**src/verilog/spm_regs.vh**
```
`ifndef SPM_REGS_VH
`define SPM_REGS_VH
// I2C address prefix, upper four bits of the seven-bit address
`define SPM_I2C_PREFIX 4'hD
// Protocol select levels
`define SPM_MODE_I2C 1'b0
`define SPM_MODE_SPI 1'b1
// Input clock identities
`define SPM_CLK_ONE 1'b0
`define SPM_CLK_TWO 1'b1
// Output formats
`define SPM_FMT_W 2
`define SPM_FMT_LVPECL 2'h0
`define SPM_FMT_LVDS 2'h1
`define SPM_FMT_CML 2'h2
`define SPM_FMT_CMOS 2'h3
// Cleared I2C address, also shown while in SPI mode
`define SPM_ADDR_NONE 7'h00
// Start value of the reset release shift register
`define SPM_RST_CLR 2'h0
// Reset value of synchroniser stages
`define SPM_SYNC_RST 3'h0
`endif

```
**src/verilog/spm_sync.v**
```verilog
`timescale 1ns/1ps
`default_nettype none
// Three-stage pin synchroniser; output changes once stages two and three agree
module spm_sync (
    input wire clk,
    input wire rst_n,
    input wire d,
    output reg q
);
`include "spm_regs.vh"
reg [2:0] sh_r;

// ----------------------------------------------------------------
// Sampling chain
// ----------------------------------------------------------------
always @(posedge clk or negedge rst_n) begin
    if (!rst_n) begin
        sh_r <= `SPM_SYNC_RST;
        q <= 1'b0;
    end else begin
        sh_r <= {sh_r[1:0], d};
        if (sh_r[1] == sh_r[2]) begin
            q <= sh_r[2];
        end
    end
end
endmodule
`default_nettype wire

```
**src/verilog/spm_pin_mux.v**
```verilog
`timescale 1ns/1ps
`default_nettype none
// Operation
// With lock flag pin enabled, drive lock_lost_out high when unlocked.
// With lock flag pin disabled, lock_lost_out is not driven.
// lock_flag_polarity sets the active level of lock_lost_out.
// lock_lost_status always shows the PLL lock state.
// Manual mode with pin select: select pin low picks clock one, high two.
// Without pin select the register bit chooses; select pin stays undriven.
// Host must hold the select pin firmly when it is an input.
// Auto mode drives select pin with active input, low one, high two.
// With alarms on both inputs, keep the last used active input.
// Active flag driven only while its pin enable bit is set.
// active_input_status always mirrors the active input.
// Protocol select pin low means I2C, high means SPI.
// Host must tie the protocol select pin firmly high or low.
// One serial clock pin serves both modes, driven by host.
// Data pin is bidirectional in I2C, output only in SPI.
// I2C address is 1101 plus three address pins; SPI ignores low two.
// Top address pin is address bit two in I2C, slave select in SPI.
// Serial input pin is ignored in I2C and is SPI data in SPI.
// Each output follows its format field; CMOS drives both pins alike.
// Each pin role applies only in its own protocol mode.
`include "spm_regs.vh"
module spm_pin_mux (
    input wire ref_clk,
    input wire reset_n,
    // PLL core state
    input wire pll_locked,
    input wire auto_select_mode,
    input wire alarm_one,
    input wire alarm_two,
    // Configuration bits
    input wire lock_flag_pin_enable,
    input wire lock_flag_polarity,
    input wire input_select_by_pin,
    input wire input_select_bit,
    input wire active_flag_pin_enable,
    input wire [`SPM_FMT_W-1:0] out_one_format,
    input wire [`SPM_FMT_W-1:0] out_two_format,
    // Synthesised clocks from the core
    input wire core_clk_one,
    input wire core_clk_two,
    // Status
    output reg lock_lost_status,
    output reg active_input_status,
    output reg selected_input,
    // Lock pin
    output reg lock_lost_out_o,
    output reg lock_lost_out_oe,
    // Shared select / active pin
    input wire select_or_active_pin_i,
    output reg select_or_active_pin_o,
    output reg select_or_active_pin_oe,
    // Serial port pins
    input wire port_protocol_select,
    input wire serial_clk_pin,
    input wire shared_serial_data_pin_i,
    output wire shared_serial_data_pin_o,
    output wire shared_serial_data_pin_oe,
    input wire addr_bit_zero_pin,
    input wire addr_bit_one_pin,
    input wire addr_two_or_select_pin,
    input wire serial_in_pin,
    // Serial engine side
    output reg port_is_spi,
    output reg [6:0] i2c_address,
    output reg port_clk_level,
    output reg port_clk_rise,
    output reg port_clk_fall,
    output reg port_data_in,
    output reg spi_select_n,
    input wire port_data_out,
    input wire port_data_out_en,
    // Clock outputs, positive and negative pins
    output reg clock_output_one_p,
    output reg clock_output_one_n,
    output reg clock_output_two_p,
    output reg clock_output_two_n
);

// ----------------------------------------------------------------
// Reset release
// ----------------------------------------------------------------
reg [1:0] rst_sh_r;
wire rst_n;

always @(posedge ref_clk or negedge reset_n) begin
    if (!reset_n) begin
        rst_sh_r <= `SPM_RST_CLR;
    end else begin
        rst_sh_r <= {rst_sh_r[0], 1'b1};
    end
end
assign rst_n = rst_sh_r[1];

// ----------------------------------------------------------------
// Pin synchronisers
// ----------------------------------------------------------------
wire sel_pin_s;
wire mode_s;
wire scl_s;
wire sda_s;
wire a0_s;
wire a1_s;
wire a2_s;
wire sdi_s;

// Clock select pin, only meaningful while it is an input
spm_sync u_sync_sel (
    .clk(ref_clk),
    .rst_n(rst_n),
    .d(select_or_active_pin_i),
    .q(sel_pin_s)
);
// Protocol mode strap
spm_sync u_sync_mode (
    .clk(ref_clk),
    .rst_n(rst_n),
    .d(port_protocol_select),
    .q(mode_s)
);
// Serial clock from the host
spm_sync u_sync_scl (
    .clk(ref_clk),
    .rst_n(rst_n),
    .d(serial_clk_pin),
    .q(scl_s)
);
// Shared data line as seen on the pin
spm_sync u_sync_sda (
    .clk(ref_clk),
    .rst_n(rst_n),
    .d(shared_serial_data_pin_i),
    .q(sda_s)
);
// Address bit zero
spm_sync u_sync_a0 (
    .clk(ref_clk),
    .rst_n(rst_n),
    .d(addr_bit_zero_pin),
    .q(a0_s)
);
// Address bit one
spm_sync u_sync_a1 (
    .clk(ref_clk),
    .rst_n(rst_n),
    .d(addr_bit_one_pin),
    .q(a1_s)
);
// Address bit two or slave select
spm_sync u_sync_a2 (
    .clk(ref_clk),
    .rst_n(rst_n),
    .d(addr_two_or_select_pin),
    .q(a2_s)
);
// Serial data input
spm_sync u_sync_sdi (
    .clk(ref_clk),
    .rst_n(rst_n),
    .d(serial_in_pin),
    .q(sdi_s)
);

// ----------------------------------------------------------------
// Lock indication
// ----------------------------------------------------------------
always @(posedge ref_clk or negedge rst_n) begin
    if (!rst_n) begin
        lock_lost_status <= 1'b1;
        lock_lost_out_o <= 1'b0;
        lock_lost_out_oe <= 1'b0;
    end else begin
        lock_lost_status <= ~pll_locked;
        // Polarity bit set inverts the flag to active low
        lock_lost_out_o <= (~pll_locked) ^ lock_flag_polarity; // see R1
        lock_lost_out_oe <= lock_flag_pin_enable; // see R1
    end
end

// ----------------------------------------------------------------
// Input clock choice and active indication
// ----------------------------------------------------------------
reg active_r;
reg active_nxt;

// Auto mode follows the healthy input; double alarm holds the last one
always @* begin
    active_nxt = active_r;
    if (auto_select_mode) begin
        if (!alarm_one && alarm_two) begin
            active_nxt = `SPM_CLK_ONE;
        end else if (alarm_one && !alarm_two) begin
            active_nxt = `SPM_CLK_TWO;
        end else if (!alarm_one && !alarm_two) begin
            active_nxt = active_r; // stay on current healthy input
        end else begin
            active_nxt = active_r;
        end
    end else if (input_select_by_pin) begin
        active_nxt = sel_pin_s;
    end else begin
        active_nxt = input_select_bit;
    end
end

always @(posedge ref_clk or negedge rst_n) begin
    if (!rst_n) begin
        active_r <= `SPM_CLK_ONE;
        active_input_status <= `SPM_CLK_ONE;
        selected_input <= `SPM_CLK_ONE;
        select_or_active_pin_o <= 1'b0;
        select_or_active_pin_oe <= 1'b0;
    end else begin
        active_r <= active_nxt;
        selected_input <= active_nxt;
        active_input_status <= active_nxt;
        select_or_active_pin_o <= active_nxt;
        // Pin is only an output in auto mode with the enable set; else input
        select_or_active_pin_oe <= auto_select_mode & active_flag_pin_enable; // see R10
    end
end

// ----------------------------------------------------------------
// Protocol mode
// ----------------------------------------------------------------
// Strap level picks the register-port protocol
always @(posedge ref_clk or negedge rst_n) begin
    if (!rst_n) begin
        port_is_spi <= `SPM_MODE_I2C;
    end else begin
        port_is_spi <= mode_s;
    end
end

// ----------------------------------------------------------------
// Serial clock level and edges
// ----------------------------------------------------------------
reg scl_d_r;

// Delay stage starts at the idle low level, so no false edge after reset
always @(posedge ref_clk or negedge rst_n) begin
    if (!rst_n) begin
        scl_d_r <= 1'b0;
        port_clk_level <= 1'b0;
        port_clk_rise <= 1'b0;
        port_clk_fall <= 1'b0;
    end else begin
        scl_d_r <= scl_s;
        port_clk_level <= scl_s;
        port_clk_rise <= scl_s & ~scl_d_r;
        port_clk_fall <= ~scl_s & scl_d_r;
    end
end

// ----------------------------------------------------------------
// Serial port pin routing
// ----------------------------------------------------------------
// Address and data pins take the role of the current mode only
always @(posedge ref_clk or negedge rst_n) begin
    if (!rst_n) begin
        i2c_address <= `SPM_ADDR_NONE;
        port_data_in <= 1'b0;
        spi_select_n <= 1'b1;
    end else begin
        if (mode_s == `SPM_MODE_SPI) begin
            i2c_address <= `SPM_ADDR_NONE;
            spi_select_n <= a2_s; // see R17
            port_data_in <= sdi_s;
        end else begin
            i2c_address <= {`SPM_I2C_PREFIX, a2_s, a1_s, a0_s}; // see R16
            spi_select_n <= 1'b1;
            port_data_in <= sda_s; // see R18
        end
    end
end

// I2C is open drain: only pull low; SPI drives push-pull while selected
assign shared_serial_data_pin_o = port_is_spi ? port_data_out : 1'b0;
assign shared_serial_data_pin_oe = port_is_spi ?
    (port_data_out_en & ~spi_select_n) : (port_data_out_en & ~port_data_out);

// ----------------------------------------------------------------
// Clock output formats
// ----------------------------------------------------------------
// Output one: CMOS gives two identical copies, others a complementary pair
always @(posedge ref_clk or negedge rst_n) begin
    if (!rst_n) begin
        clock_output_one_p <= 1'b0;
        clock_output_one_n <= 1'b0;
    end else begin
        clock_output_one_p <= core_clk_one;
        clock_output_one_n <= (out_one_format == `SPM_FMT_CMOS) ?
            core_clk_one : ~core_clk_one;
    end
end

// Output two follows its own format field the same way
always @(posedge ref_clk or negedge rst_n) begin
    if (!rst_n) begin
        clock_output_two_p <= 1'b0;
        clock_output_two_n <= 1'b0;
    end else begin
        clock_output_two_p <= core_clk_two;
        clock_output_two_n <= (out_two_format == `SPM_FMT_CMOS) ?
            core_clk_two : ~core_clk_two;
    end
end

endmodule
`default_nettype wire

```
**config.mk**
```make
export PLATFORM = sky130hd
export DESIGN_NAME = spm_pin_mux
export DESIGN_NICKNAME = d
export VERILOG_FILES = /design/src/verilog/spm_sync.v /design/src/verilog/spm_pin_mux.v
export VERILOG_INCLUDE_DIRS = /design/src /design/src/verilog
export SDC_FILE = /design/constraint.sdc
export NUM_CORES = 1
export LEC_CHECK = 0
export BUFFER_PORTS_ARGS = -buffer_cell sky130_fd_sc_hd__buf_2
export CAP_MARGIN = 20
export CORE_MARGIN = 3
export CORE_UTILIZATION = 45
export CTS_BUF_LIST = sky130_fd_sc_hd__clkbuf_2 sky130_fd_sc_hd__clkbuf_4 sky130_fd_sc_hd__clkbuf_8
export DETAILED_ROUTE_END_ITERATION = 10
export PLACE_DENSITY = 0.75
export SLEW_MARGIN = 20
export SYNTH_ARGS = -nofsm -noshare
export SYNTH_HDL_FRONTEND = slang
export SYNTH_SLANG_ARGS = --single-unit
```
**constraint.sdc**
```tcl
create_clock -name ref_clk -period 1.7 [get_ports ref_clk]
set_input_delay 0.17 -clock ref_clk [delete_from_list [all_inputs] [get_ports ref_clk]]
set_output_delay 0.17 -clock ref_clk [all_outputs]
set_load 0.02 [all_outputs]
```
==> key figures <==
Status
  – Status: finished clean

Route
  – DR vias: 909
  – DRC Markers: 0
  – Drt via density: 4.370
  – Antenna viol nets, final: 0
  – Routed len/inst: 11.95 um
  – Initial DRC count: 24
  – Pre-antenna DRT Iters: 2
  – Post-Route WL: 2.485 mm

Pwr
  – Static Leak: 0.001049 uW
  – Pwr dens: 1030 nW/um2
  – Peak VDD IR: 0.5873 mV

Setup path
  – Reg2Reg Launch Point: u_sync_mode.q$_DFFE_PN0N_
  – Kind of critical path: reg -> out
  – Worst path cell trace: mux2i_1, and2_1, buf_2
  – R2r worst-path depth: 1
  – Worst setup EP type: output pin
  – R2r endpoint: port_data_in$_DFF_PN0_
  – CP max stage delay: 0.55 ns
  – Critical path launch point type: register
  – Slowest CP cell: dfstp_2
  – Data arrival time of the worst path: 1.26 ns
  – Req. time, crit path: 1.53 ns
  – R2R setup slack: 0.76 ns
  – CP Max Fanout: 2

Run
  – Max_cap viols: 0

Global route
  – Vias in the first global route: 973
  – Initial antenna violation count: 0
  – First-pass GRT wire length: 4.133 mm
  – Grt ovf: 0
  – Largest net degree at the start of global routing: 27
  – Total GRT Usage: 13.31%

Place
  – Port bufs: 51
  – DP HPWL: 1.625 mm
  – Cell count after placement: 184
  – Placer Congestion: 0.6500

Synthesis
  – Synth Cell Area: 1615 um2
  – Yosys reg bits: 53
  – Largest cells by area after synthesis: dfrtp_1 (79%), maj3_1 (4.3%), dfstp_2 (3.3%), buf_4 (2.3%), and2b_2 (1.6%)
  – YS warnings: 0
  – Post-synth top area share: 79.01%
  – Area leader, netlist: dfrtp_1
  – Cell variety after synth: 19
  – Post-synthesis sequential area ratio: 82.26%
  – Syn_area_per_cell: 17.75 um2
  – Syn Inst Count: 91
  – Mapped Nets: 118

Die
  – Ports: 53
  – Die Y: 65.91 um
  – Die footprint: 4344 um2
  – Die W: 65.91 um
  – Effective utilization at floorplan: 47.66%
  – Floorplan core area: 3390 um2
  – Site Rows: 21

Timing
  – Unrepaired setup endpoints after global routing: false
  – Fmax: 700.0 MHz
  – Slew headroom: 62.42%
  – Finish-stage setup viols: 0
  – Worst Tran Pin Value: 0.5636 ns
  – Final hold viol count: 0
  – Period utilization: 84.03%
  – Min cycle time layout: 1.429 ns
  – Max Slew Vio Count: 0
  – Max Clock Skew: 0.009931 ns
  – TNS Setup: 0 ns

Layout
  – Area growth syn-to-layout: 31.68%
  – N_diodes: 0
  – Share of layout cells above drive strength 1: 41.98%
  – Commonest non-fill, non-tap cell in the layout: buf_2
  – Most frequent cells in the layout: buf_2 (51), dfrtp_1 (50), dlygate4sd3_1 (16)
  – Final #Nets: 188
  – Count of non-filler cells in the finished layout: 208

Clocking
  – CTS tree: built
  – Clock Latency Late Sink: 0.36 ns
  – Clk sinks: 53
  – CTS Buf Count: 5
  – Clk slew on worst S/H paths: 0.13 ns
  – Root buf cell: clkbuf_4
  – # H-tree levels: 2
  – CTS resizes: 0
  – Worst-case clock buffer depth: 2

Worst hold path
  – Hold WC Path Type: in -> reg
  – Min-delay src: out_two_format[0]
  – Hold Crit Endpoint: clock_output_two_n$_DFF_PN0_
  – Hold Path Cell Cnt: 3
-- synthesized netlist by cell type --
cell type  number
maj3_1          7
a21oi_1         1
and2b_2         3
inv_1           3
nand2b_1        1
xor2_1          2
dfstp_2         2
mux2i_1         2
xnor2_1         1
o21ai_0         1
conb_1          2
dfrtp_1        51
and2_1          3
nor2b_1         2
o22ai_1         1
nand2_1         2
mux2_4          1
maj3_2          1
buf_4           5
-- sequential cells by signal, indices dropped and copies added, names as in the netlist, 2 cells and up --
register,cells
u_sync_a2.sh_r,3
u_sync_a0.sh_r,3
i2c_address,4
u_sync_a1.sh_r,3
u_sync_sdi.sh_r,3
u_sync_sda.sh_r,3
u_sync_scl.sh_r,3
u_sync_sel.sh_r,3
rst_sh_r,2
u_sync_mode.sh_r,3
-- timing repair --
action                    4_1_cts  5_1_grt
setup buffers                   0        0
hold buffers                   16        0
hold endpoints to repair       19        0
-- critical path: cells and delay by family (launching register included) --
kind / cells / cell delay (ns)
DFF: 1 / 0.55
buffers and inverters: 1 / 0.15
muxes: 1 / 0.06
and+or+nand+nor: 1 / 0.15
-- cell families (layout without fill, tap and decap cells) --
family,count (synthesis),count (layout),synth area share (%)
flops,53,53,82.26
mux,3,3,2.169
buf+inv,8,79,3.021
fa+ha+maj,8,8,5.035
xor+xnor,3,3,1.627
simple gates,11,11,4.416
other cells,2,2,0.4649
compound gates,3,3,1.007
-- per-layer routing --
metal | part of all wire, % | up-vias | global-route usage (%)
li1 | - | 422 | -
met1 | 36 | 436 | 14.09
met3 | 10 | 6 | 4.422
met2 | 52 | 45 | 22.28
met5 | 0 | - | 0
met4 | 2.0 | 0 | 9.067
-- report_power, final --
group	switching, uW	internal [uW]
Clock	343	174
Sequential	54.7	1350
Combinational	140	127
Total	537	1650
-- how the worst max path moves through the flow --
stage	depth (start not counted)	endpoint	slack, ns	from
3_3_place_gp	3	shared_serial_data_pin_oe	0.69	spi_select_n$_DFF_PN1_
5_1_grt	3	shared_serial_data_pin_oe	0.18	port_is_spi$_DFF_PN0_
6_report	3	shared_serial_data_pin_oe	0.27	spi_select_n$_DFF_PN1_
3_5_place_dp	3	shared_serial_data_pin_oe	0.66	spi_select_n$_DFF_PN1_
4_1_cts	3	shared_serial_data_pin_oe	0.24	spi_select_n$_DFF_PN1_
2_1_floorplan	0	active_r$_DFFE_PN0P_	0.12	rst_sh_r[1]$_DFF_PN0_
-- stage by stage --
| step | instance area, um2 | power [uW] | util [%] | hold slack [ns] | worst slack (ns) |
|---|---|---|---|---|---|
| 2_1_floorplan | 1615 | 1576 | - | -0.1256 | 0.1188 |
| 5_1_grt | 2127 | 2305 | 62.75 | 0.05970 | 0.1794 |
| 4_1_cts | 2127 | 2221 | 62.75 | 0.03367 | 0.2444 |
| 6_report | 2127 | 2192 | 62.75 | 0.07390 | 0.2714 |
| 3_5_place_dp | 1912 | 1675 | 56.40 | -0.04407 | 0.6604 |
| 3_3_place_gp | 1912 | 1661 | 56.40 | -0.04457 | 0.6864 |
-- cell type report --
cell class | instances | area (um2)
clock inverter | 2 | 10.01
inverter | 3 | 11.26
tap | 46 | 57.56
timing repair buffer | 68 | 435.4
multi-input combinational | 30 | 237.7
clock buffer | 6 | 45.04
sequential | 53 | 1330
fill | 257 | 1262
Note: power is estimated with default switching activity, not from simulation.
